<file path="src/seq_pkg.sv">
// Purpose: constants for the strap and clock driven power sequencer
// Assumes: system clock of 25 MHz
// Notes: times are kept in their own unit, cycle counts derived
package seq_pkg;
   // ****************************************
   // clock and timing
   // ****************************************
   localparam int unsigned sys_clk_hz = 25000000;
   localparam int unsigned init_wait_us = 2000;
   localparam int unsigned shutdown_wait_us = 100000;
   localparam int unsigned ramp_down_us = 10000;
   localparam int unsigned clock_lost_ns = 2000;
   localparam int unsigned init_cycles = (init_wait_us * (sys_clk_hz / 1000000));
   localparam int unsigned shutdown_cycles = (shutdown_wait_us * (sys_clk_hz / 1000000));
   localparam int unsigned ramp_cycles = (ramp_down_us * (sys_clk_hz / 1000000));
   localparam int unsigned clock_lost_cycles = (clock_lost_ns + 39) / 40;
   // ****************************************
   // widths and reset values
   // ****************************************
   localparam int cnt_w = 24;
   localparam int strap_w = 6;
   localparam logic [5:0] strap_rst = 6'h00;
   typedef enum logic [2:0] {st_init, st_sleep, st_active, st_ramp, st_blocks_off} seq_state_t;
endpackage : seq_pkg

</file>
<file path="src/strap_clock_power_sequencer.sv">
// Purpose: power-up, sleep, wake and shutdown sequencing of a pin-configured audio converter
// Assumes: i_rst_n stands for supply power-up; straps and clocks are asynchronous pins
// Notes: format strap is caught once after reset release; mode straps at each wake
//
// Contract
// serial format comes from the format strap level captured at power-up
// after power-up the device initialises for 2 ms before anything else
// after initialisation and without serial clocks the device stays asleep
// host sets and holds the six config straps before starting clocks
// device wakes when bit clock and frame clock both start toggling
// stopping clocks starts shutdown; host waits 100 ms before changing straps
// a format change needs a strap change plus a full power cycle
// power-down ramps volume, turns blocks off, then enters low power; 10 ms
// channels power up while clocks run, power down when they stop
// clock stop or error latches the interrupt until power cycle; here only a clock stop while active sets it
// config straps sampled at wake, changes ignored while active
`timescale 1ns/1ps
`default_nettype none
module strap_clock_power_sequencer
   import seq_pkg::*;
#(
   parameter int unsigned init_cnt = init_cycles,
   parameter int unsigned ramp_cnt = ramp_cycles,
   parameter int unsigned shutdown_cnt = shutdown_cycles
) (
   // clock and reset
   input wire logic i_clk_sys,
   input wire logic i_rst_n,
   // audio serial port clocks
   input wire logic i_bit_clock,
   input wire logic i_frame_sync_clock,
   // straps
   input wire logic i_interface_format_strap,
   input wire logic [strap_w-1:0] i_config_straps,
   // status
   output logic o_format,
   output logic [strap_w-1:0] o_config,
   output logic o_sleep,
   output logic o_channels_on,
   output logic o_volume_ramp,
   output logic o_blocks_on,
   output logic o_straps_locked,
   output logic o_general_output_pin
);
   // ****************************************
   // synchronisers
   // ****************************************
   logic [1:0] bclk_s;
   logic [1:0] fs_s;
   logic [1:0] fmt_s;
   logic [2*strap_w-1:0] cfg_s;
   logic bclk_d;
   logic fs_d;
   always_ff @(posedge i_clk_sys) begin
      bclk_s <= {bclk_s[0], i_bit_clock};
      fs_s <= {fs_s[0], i_frame_sync_clock};
      fmt_s <= {fmt_s[0], i_interface_format_strap};
      cfg_s <= {cfg_s[strap_w-1:0], i_config_straps};
      bclk_d <= bclk_s[1];
      fs_d <= fs_s[1];
   end
   wire bclk_edge = bclk_s[1] ^ bclk_d;
   wire fs_edge = fs_s[1] ^ fs_d;
   wire [strap_w-1:0] cfg_sync = cfg_s[2*strap_w-1:strap_w];

   // ****************************************
   // clock presence watch
   // ****************************************
   // frame clock is far slower than bit clock, so its watchdog is the long one
   localparam int unsigned fs_lost_cycles = 4096;
   logic [12:0] bclk_idle;
   logic [12:0] fs_idle;
   logic bclk_seen;
   logic fs_seen;
   wire bclk_lost = (bclk_idle >= 13'(clock_lost_cycles * 64));
   wire fs_lost = (fs_idle >= 13'(fs_lost_cycles));
   wire clocks_ok = bclk_seen & fs_seen & ~bclk_lost & ~fs_lost;
   always_ff @(posedge i_clk_sys) begin
      if (!i_rst_n) begin
         bclk_idle <= 13'h0000;
         fs_idle <= 13'h0000;
         bclk_seen <= 1'b0;
         fs_seen <= 1'b0;
      end else begin
         bclk_idle <= bclk_edge ? 13'h0000 : (bclk_lost ? bclk_idle : bclk_idle + 13'h0001);
         fs_idle <= fs_edge ? 13'h0000 : (fs_lost ? fs_idle : fs_idle + 13'h0001);
         bclk_seen <= bclk_edge | (bclk_seen & ~bclk_lost);
         fs_seen <= fs_edge | (fs_seen & ~fs_lost);
      end
   end

   // ****************************************
   // sequencer
   // ****************************************
   seq_state_t state;
   seq_state_t next_state;
   logic [cnt_w-1:0] cnt;
   logic fmt_taken;
   wire cnt_done_init = (cnt >= cnt_w'(init_cnt - 1));
   wire cnt_done_ramp = (cnt >= cnt_w'(ramp_cnt / 2 - 1));
   wire cnt_done_off = (cnt >= cnt_w'(ramp_cnt - ramp_cnt / 2 - 1));
   always_comb begin
      next_state = state;
      unique case (state)
         st_init: if (cnt_done_init) next_state = st_sleep;
         st_sleep: if (clocks_ok) next_state = st_active;
         st_active: if (!clocks_ok) next_state = st_ramp;
         st_ramp: if (cnt_done_ramp) next_state = st_blocks_off;
         st_blocks_off: if (cnt_done_off) next_state = st_sleep;
      endcase
   end
   always_ff @(posedge i_clk_sys) begin
      if (!i_rst_n) begin
         state <= st_init;
         cnt <= '0;
      end else begin
         state <= next_state;
         cnt <= (next_state != state) ? '0 : cnt + 1'b1;
      end
   end

   // ****************************************
   // straps and outputs
   // ****************************************
   // format is taken once after release; only a reset (power cycle) reloads it
   wire take_cfg = (state == st_sleep) && (next_state == st_active);
   always_ff @(posedge i_clk_sys) begin
      if (!i_rst_n) begin
         fmt_taken <= 1'b0;
         o_format <= 1'b0;
         o_config <= strap_rst;
         o_general_output_pin <= 1'b0;
         o_sleep <= 1'b0;
         o_channels_on <= 1'b0;
         o_volume_ramp <= 1'b0;
         o_blocks_on <= 1'b0;
         o_straps_locked <= 1'b0;
      end else begin
         if (!fmt_taken && state == st_init) begin
            fmt_taken <= 1'b1;
            o_format <= fmt_s[1];
         end
         if (take_cfg) o_config <= cfg_sync;
         if (state == st_active && !clocks_ok) o_general_output_pin <= 1'b1;
         o_sleep <= (next_state == st_sleep);
         o_channels_on <= (next_state == st_active);
         o_volume_ramp <= (next_state == st_ramp);
         o_blocks_on <= (next_state == st_active) || (next_state == st_ramp);
         o_straps_locked <= (next_state == st_active);
      end
   end
endmodule : strap_clock_power_sequencer
`default_nettype wire

</file>
<file path="config.mk">
export PLATFORM = sky130hd
export DESIGN_NAME = strap_clock_power_sequencer
export DESIGN_NICKNAME = d
export VERILOG_FILES = /design/src/seq_pkg.sv /design/src/strap_clock_power_sequencer.sv
export SDC_FILE = /design/constraint.sdc
export NUM_CORES = 1
export LEC_CHECK = 0
export CAP_MARGIN = 15
export CORE_MARGIN = 2
export CORE_UTILIZATION = 24
export DETAILED_ROUTE_END_ITERATION = 6
export DONT_BUFFER_PORTS = 1
export GPL_TIMING_DRIVEN = 0
export PLACE_DENSITY_LB_ADDON = 0.08
export SLEW_MARGIN = 20
export SYNTH_ARGS = -nofsm -noshare
export SYNTH_HDL_FRONTEND = slang
export SYNTH_SLANG_ARGS = --single-unit
</file>
<file path="constraint.sdc">
create_clock -name i_clk_sys -period 1.8 [get_ports i_clk_sys]
set_input_delay 0 -clock i_clk_sys [delete_from_list [all_inputs] [get_ports i_clk_sys]]
set_output_delay 0 -clock i_clk_sys [all_outputs]
set_load 0.05 [all_outputs]
</file>
After elaboration in Yosys (flattened, before gate mapping)
Index checks and enable logic that the tools add are counted.
{"block": "totals", "in_bits": 11, "word_cells": 63, "regBits": 88}
{"block": "classes", "n_reduce_logical": 10, "n_lt_le_gt_ge": 4, "mux": 6, "n_addsub": 3, "n_eq_ne": 8, "n_bitwise": 12}
{"operator": "13-bit by 1-bit adder with 13-bit output, second input constant", "count": 2}
{"operator": "24-bit by 1-bit adder with 24-bit output, second input constant", "count": 1}
{"operator": "24-bit by 16-bit greater-or-equal comparator with 1-bit output, second input constant", "count": 1}
{"operator": "24-bit by 17-bit greater-or-equal comparator with 1-bit output, second input constant", "count": 1}
{"operator": "3-bit 2-to-1 mux", "count": 5}
{"operator": "3-bit one-hot mux with 5 select lines", "count": 1}
{"operator": "13-bit by 12-bit greater-or-equal comparator with 1-bit output, second input constant", "count": 1}
{"operator": "13-bit greater-or-equal comparator, second input constant", "count": 1}
{"operator": "3-bit by 2-bit == test with 1-bit output, second input constant", "count": 4}
{"operator": "3-bit by 1-bit == test with 1-bit output, second input constant", "count": 2}
{"operator": "2-bit OR reduction", "count": 3}
{"operator": "1-bit bitwise AND", "count": 5}
{"operator": "3-bit == test, second input constant", "count": 1}
{"operator": "1-bit logical AND", "count": 3}
{"operator": "3-bit zero test", "count": 1}
{"operator": "3-bit inequality test", "count": 1}
{"operator": "1-bit inverter", "count": 3}
{"operator": "1-bit zero test", "count": 2}
{"operator": "1-bit bitwise OR", "count": 2}
{"operator": "1-bit XOR", "count": 2}
{"operator": "1-bit logical OR", "count": 1}

Depth between registers and ports, before layout
Gate-level depths: netlist of run 1.
{"block": "depth", "word_depth": 8, "depth_mapped": 7, "ltp_nobuf": 6}

Least setup slack after synthesis of run 1
No wires, ideal clock.
{"block": "synth_timing", "path_type": "register to register", "start": "reg cnt[0]", "end": "reg cnt[8]", "period_less_slack_ns": 1.962, "required_ns": 1.682, "path_slack_ns": -0.162, "path_stages_with_launch": 8, "arrival_ns": 1.844, "cell_sequence": "dfxtp_1 ha_1 nand3_2 a2111oi_4 a211oi_2 nor4_4 buf_6 nor3_2"}
{"block": "synth_via", "elab_chain_len": 5, "elab_cells_between_ends": 9, "classes_between": "add/sub (1); order compare (2); eq/ne (1); mux (4); reduce/logical (1)"}
{"element": "start: declaration", "line": "strap_clock_power_sequencer.sv:97", "source": "logic [cnt_w-1:0] cnt;"}
{"element": "start signal: assignment", "line": "strap_clock_power_sequencer.sv:118", "source": "cnt <= (next_state != state) ? '0 : cnt + 1'b1;"}
{"element": "24-bit by 17-bit greater-or-equal comparator with 1-bit output / 24-bit by 16-bit greater-or-equal comparator with 1-bit output (equally long branches)", "line": "strap_clock_power_sequencer.sv:100, strap_clock_power_sequencer.sv:101, strap_clock_power_sequencer.sv:99"}
{"element": "3-bit 2-to-1 mux, on equally long branches", "line": "strap_clock_power_sequencer.sv:109, strap_clock_power_sequencer.sv:105, strap_clock_power_sequencer.sv:108"}
{"element": "3-bit one-hot mux with 5 select lines", "line": "strap_clock_power_sequencer.sv:104", "source": "unique case (state)"}
{"element": "3-bit inequality test", "line": "strap_clock_power_sequencer.sv:118"}
{"element": "2-bit OR reduction (no line)"}
Several ways; a longest one is shown, not always the timed one.
A chain may end at the register's enable or synchronous reset.

Worst setup path in the final report of run 1
{"block": "layout_timing", "start": "reg cnt[0]", "end": "reg cnt[21]"}
Same word-level chain as after synthesis.

==> metrics, run 1 <==
Post-synth EDFFs=0; # setup viols final=27; Int Power=3.14 mW; worst setup path start=cnt[0]$_SDFF_PP0_; area share of the largest cell type after synthesis=47.0%; Seq pwr share=49.7%; vias in the first global route=2747; Core ar.=15300 sq um; die height=129 um; cell area after layout=4900 sq um; r2r startpoint=cnt[0]$_SDFF_PP0_; largest net degree at the start of global routing=17; required time worst endpoint=2.03 ns; total die area=16600 sq um; crit path kind=reg2reg; Slew @ Worst Pin=0.675 ns; gr usage total=10.8%; maximum clock frequency=0.525 GHz; Max Cap Viol=0; outcome=complete, but fails checks; setup_tns=-2.32 ns; Setup crit start kind=flip-flop; DP HPWL=5580 um; async set-reset flop share out of synthesis=0%; Setup WS post-layout=-0.104 ns; Placed Instance Area=4040 sq um; Clock Skew=0.00376 ns; Placement Setup Slack=-0.443 ns; cts bufs inserted=9; CTS HTree Levels=3; n_diodes=0; Critical Path Slowest Stage Cell=a2111oi_4; worst skew pair latency=0.34 ns; crit path cell chain=ha_4, a21oi_2, a2111oi_4, nor4_4, nor4_4, buf_4, buf_6, nor3_2; leakage power figure=1.71 nW; CP Capture Type=flip-flop; IR drop worst, VDD=0.580 mV; Clock power frac=46.9%; hold buffers post-CTS=13; sw power=913 uW; port bufs=0; Final period util=106%; flops & latches, synth=88; post-synthesis sequential area ratio=47.0%; clk buf depth=2; Die X=129 um; Main synth FF type=dfxtp_1; CTS tree=built; TritonRoute pass-1 iters=4; largest area contributor in the netlist=dfxtp_1; row count=45; final WL=8310 um; drt drc=0; total power=4.06 mW; Vias=2766; Rel. slew slack=54.6%; Sw Ratio=22.5%; Pins Over Slew Limit=0; PwrDens=829 nW/um^2; clock transition at the registers of the reported paths=0.07 ns; cell mode on critical path=nor4_4; CP max FO=10; CP Data Arrival Time=2.13 ns; Worst Hold Launch=i_rst_n; commonest cells after routing, fill and taps aside=dfxtp_1 (74), nor2_1 (44), xor2_1 (28); number of vias per cell=4.34; Final #Nets=438; Hold WS=-0.212 ns; RSZ-0062 raised after global routing=yes; first-pass GRT wire length=13900 um; Post-Syn Area=3750 sq um; Avg Cell Area, Syn=10.1 sq um; fin crit period=1.90 ns; hold crit path type=in2reg; failing checks=negative hold slack, negative setup slack; post-synthesis cell type count=55; initial antenna violation count=0; grt ovf=0; area grow syn2layout=30.6%; syn nets=388; initial drt markers=102; commonest non-fill, non-tap cell in the layout=dfxtp_1; starting density of the core=24.6%; Final GP Congestion=0.737; slowest cell delay on critical path=0.52 ns; proportion of layout cells with a drive suffix above 1=29.5%; Synth Instances=372; combinational share of power=3.4%; root buf cell=clkbuf_16; CTS Sinks=88; Synthesis Warnings=0; top cells by area, synth=dfxtp_1 (47%), xor2_1 (6.5%), nor3_2 (5.9%), nor2_1 (4.7%), xnor2_1 (3.7%); Routed Antenna Nets=0; drt wl/cell=13.0 um; Final Hold Viols=8; io pins=24
-- power groups by stage --
| stage | sequential [mW] | clock [mW] | combinational [mW] |
|---|---|---|---|
| after detailed placement | 2.07 | 0 | 0.101 |
| final | 2.02 | 1.90 | 0.138 |
| after global placement | 2.07 | 0 | 0.101 |
| after CTS | 2.02 | 1.99 | 0.134 |
| after global routing | 2.02 | 2.07 | 0.154 |
| after floorplan | 2.06 | 0 | 0.0791 |
-- per-layer routing --
| metal | vias to the layer above | wire [um] | track usage [%] |
|---|---|---|---|
| met5 | - | 0 | 0 |
| met4 | 0 | 165 | 4.73 |
| met3 | 11 | 321 | 4.07 |
| met2 | 46 | 3860 | 16.7 |
| li1 | 1400 | - | - |
| met1 | 1309 | 3960 | 13.5 |
-- registers in the layout (all words and copies together) (netlist names) --
name and flops:
fmt_s 2, fs_s 2, bclk_s 2, cfg_s 12, cnt 24, state 3, bclk_idle 13, o_sleep 1
fs_d 1, o_volume_ramp 1, bclk_d 1, fs_seen 1, bclk_seen 1, o_format 1, o_general_output_pin 1, o_blocks_on 1
fs_idle 13, o_config 6, o_straps_locked 1, fmt_taken 1
-- cell families (layout without fill, tap and decap cells) --
family                   count (synthesis)  count (layout)  synth area share [%]
multiplexers                             8               8                  2.14
adder cells (fa/ha/maj)                  5               5                  1.67
buffers and inverters                   24              79                  3.54
AO/OA/AOI/OAI                           30              30                  7.01
XOR/XNOR                                44              44                  10.3
flip-flops                              88              88                  47.0
AND/OR/NAND/NOR                        173             173                  28.4
-- path summary, 6_finish.rpt --
| kind | endpoint | slack (ns) | depth (start not counted) |
|---|---|---|---|
| worst min register to register | cfg_s[6]$_DFF_P_ | 0.33 | 0 |
| worst min-delay path | state[1]$_SDFF_PN0_ | -0.21 | 2 |
| worst max register to register | cnt[21]$_SDFF_PP0_ | -0.10 | 8 |
| worst max-delay path | cnt[21]$_SDFF_PP0_ | -0.10 | 8 |
-- critical path: cells and delay by family (launching register included) --
family / cells / cell delay (ns)
AO/OA/AOI/OAI: 2 / 0.59
flip-flops: 1 / 0.36
buffers and inverters: 2 / 0.35
AND/OR/NAND/NOR: 3 / 0.30
adder cells (fa/ha/maj): 1 / 0.16
-- metrics by stage --
stage / utilization (%) / instances
3_5_place_dp: 26.4 / 583
4_1_cts: 30.8 / 630
5_1_grt: 32.1 / 638
2_1_floorplan: - / 372
6_report: 32.1 / 638
3_3_place_gp: 26.4 / 583
-- synth_stat cells, drive strengths merged, types with 2 or more instances --
cell	number
dfxtp	88
nor2	47
nor3	39
xor2	28
nand2	26
xnor2	16
nand3	13
nand4	12
inv	10
a21oi	9
nor4	9
and3	8
buf	8
mux2i	8
clkbuf	6
ha	5
o21ai	5
nand2b	3
nor3b	3
a2111oi	2
a211oi	2
nand3b	2
nand4b	2
nor4b	2
o211ai	2
o31a	2
or3	2
-- final cells by class --
cell class / count / area, sq um
Clock inverter: 7 / 78.8
Fill cell: 1592 / 10400
Tap cell: 211 / 264
Inverter: 10 / 37.5
Timing Repair Buffer: 40 / 337
Multi-Input combinational cell: 260 / 2060
Buffer: 13 / 100
Sequential cell: 88 / 1790
Clock buffer: 9 / 225
-- what timing repair did --
| item | CTS | global route |
|---|---|---|
| hold endpoints to repair | 27 | 8 |
| setup endpoints to repair | 42 | 36 |
| gates resized for setup | 22 | 33 |
| pin swaps | 14 | 12 |
| buffers inserted | 19 | 9 |
No activity file was read; power rests on OpenSTA's default activity.
==> run 2: changes to the inputs <==
--- a/config.mk
+++ b/config.mk
@@ -7,7 +7,7 @@
 export LEC_CHECK = 0
 export CAP_MARGIN = 15
 export CORE_MARGIN = 2
-export CORE_UTILIZATION = 24
+export CORE_UTILIZATION = 50
 export DETAILED_ROUTE_END_ITERATION = 6
 export DONT_BUFFER_PORTS = 1
 export GPL_TIMING_DRIVEN = 0
==> run 2 against run 1 <==
  * Non-clock buffer count shrank 10
  * Final cell count shrank 19%
  * Critical endpoint is now o_volume_ramp$_SDFF_PN0_
  * Register-to-register slack worse by 0.03 ns
  * The run ends with negative setup slack left
==> metrics, run 2 (same netlist as run 1, synthesis figures left out) <==
clock transition at the registers of the reported paths=0.10 ns; leakage power figure=1.54 nW; Final period util=108%; Clock power frac=38.1%; initial drt markers=63; failing checks=negative setup slack; starting density of the core=51.7%; total die area=8210 sq um; Placed Cells=471; IR drop worst, VDD=0.613 mV; commonest cells after routing, fill and taps aside=dfxtp_1 (76), nor2_1 (46), xor2_1 (28); hold crit path type=in2reg; Max Cap Viol=0; Core ar.=7250 sq um; die height=90.6 um; CP Data Arrival Time=2.21 ns; GR peak layer=met2; max FFs per register=24; n_diodes=0; initial antenna violation count=0; r2r startpoint=cnt[0]$_SDFF_PP0_; Final #Nets=428; maximum clock frequency=0.517 GHz; commonest non-fill, non-tap cell in the layout=dfxtp_1; gr usage total=18.3%; vias in the first global route=2664; Final GP Congestion=0.874; Clock Skew=0.0101 ns; fillers=638; drt drc=0; number of vias per cell=5.26; Sw Ratio=25.3%; met3 Use GR=5.34%; Seq pwr share=58.1%; first-pass GRT wire length=12200 um; CTS tree=built; PwrDens=776 nW/um^2; Rel. slew slack=54.2%; Worst Hold Launch=i_rst_n; final core utilization=61.8%; Final Hold Viols=0; register area=1780 sq um; CTS Sinks=88; Top reg by flops=cnt; grt ovf=0; # setup viols final=26; biggest regs=cnt (24), bclk_idle (13), fs_idle (13); combinational share of power=3.8%; Routed Antenna Nets=0; DP HPWL=4710 um; sw power=879 uW; Pins Over Slew Limit=0; TritonRoute pass-1 iters=4; Final Non-Filler Cells=516; io pins=24; worst setup path start=cnt[0]$_SDFF_PP0_; GRT met2 Usage=31.3%; Slew @ Worst Pin=0.684 ns; met1 usage=21.7%; crit path kind=reg2reg; CP max FO=3; proportion of layout cells with a drive suffix above 1=26.6%; slowest cell delay on critical path=0.38 ns; Int Power=2.60 mW; RSZ-0062 raised after global routing=yes; clk buf depth=2; worst skew pair latency=0.36 ns; fin crit period=1.94 ns; Setup WS post-layout=-0.135 ns; drt wl/cell=13.8 um; port bufs=0; cts bufs inserted=9; row count=31; cell family with most CP delay=compound AO/OA/AOI/OAI gates; required time worst endpoint=2.07 ns; outcome=complete, but fails checks; Vias=2712; final WL=7100 um; CP Capture Type=flip-flop; Die X=90.6 um; CTS HTree Levels=3; Multi-input gate area=1970 sq um; Critical Path Slowest Stage Cell=a2111oi_4; crit path buf inv count=1; area grow syn2layout=19.6%; root buf cell=clkbuf_8; largest net degree at the start of global routing=19; crit path cell chain=ha_4, nand3_4, a2111oi_4, a211oi_2, buf_4, o31a_1, nor3b_2; Setup crit start kind=flip-flop
## run 2: path summary, 6_finish.rpt
kind,end,slack [ns],cells past startpoint
max,o_volume_ramp$_SDFF_PN0_,-0.14,7
min,bclk_idle[2]$_SDFFE_PP0N_,0.06,3
max reg2reg,o_volume_ramp$_SDFF_PN0_,-0.14,7
min reg2reg,fs_s[1]$_DFF_P_,0.34,0
## run 2: worst min-delay path: stages
cell and delay [ns]:
nand2_1 0.04, clkbuf_1 0.22, nor2_1 0.14
## run 2: layer usage
metal	share of wire, %	wire length (um)	up-vias
met1	45	3220	1284
met5	0	0	-
met4	1.5	106	0
met3	4.2	300	10
met2	49	3480	41
li1	-	-	1377
## run 2: layout make-up
type | instances | area share (%)
multi-input cells | 260 | 44.0
flip-flops and latches | 88 | 39.8
repair buffers | 29 | 5.70
clock buffers | 9 | 2.76
well taps | 99 | 2.76
plain buffers | 14 | 2.57
clock inverters | 7 | 1.59
inverters | 10 | 0.838
## run 2: through the flow
stage | power, mW | TNS [ns] | worst slack [ns] | hold slack (ns) | cell area [sq um]
6_report | 3.48 | -1.76 | -0.135 | 0.0638 | 4480
5_1_grt | 3.63 | -4.82 | -0.219 | 0.0841 | 4480
4_1_cts | 3.53 | -2.28 | -0.117 | 0.0631 | 4420
3_5_place_dp | 2.17 | -10.18 | -0.413 | 0.0278 | 3890
3_3_place_gp | 2.16 | -9.86 | -0.395 | 0.0278 | 3890
2_1_floorplan | 2.14 | -2.50 | -0.126 | 0.0277 | 3770
## run 2: power groups by stage
stage               sequential, mW  clock (mW)  combinational [mW]
global placement              2.07           0              0.0963
CTS                           2.02        1.37               0.132
detailed placement            2.07           0              0.0983
finish                        2.02        1.32               0.134
floorplan                     2.06           0              0.0791
global route                  2.03        1.46               0.148
## run 2: what timing repair did
| item | CTS | global route |
|---|---|---|
| pin swaps | 14 | 5 |
| buffers inserted | 15 | 3 |
| endpoints found under the hold margin | 33 | 0 |
| setup endpoints to repair | 40 | 41 |
| resized for setup | 26 | 14 |
| hold buffers | 12 | 0 |
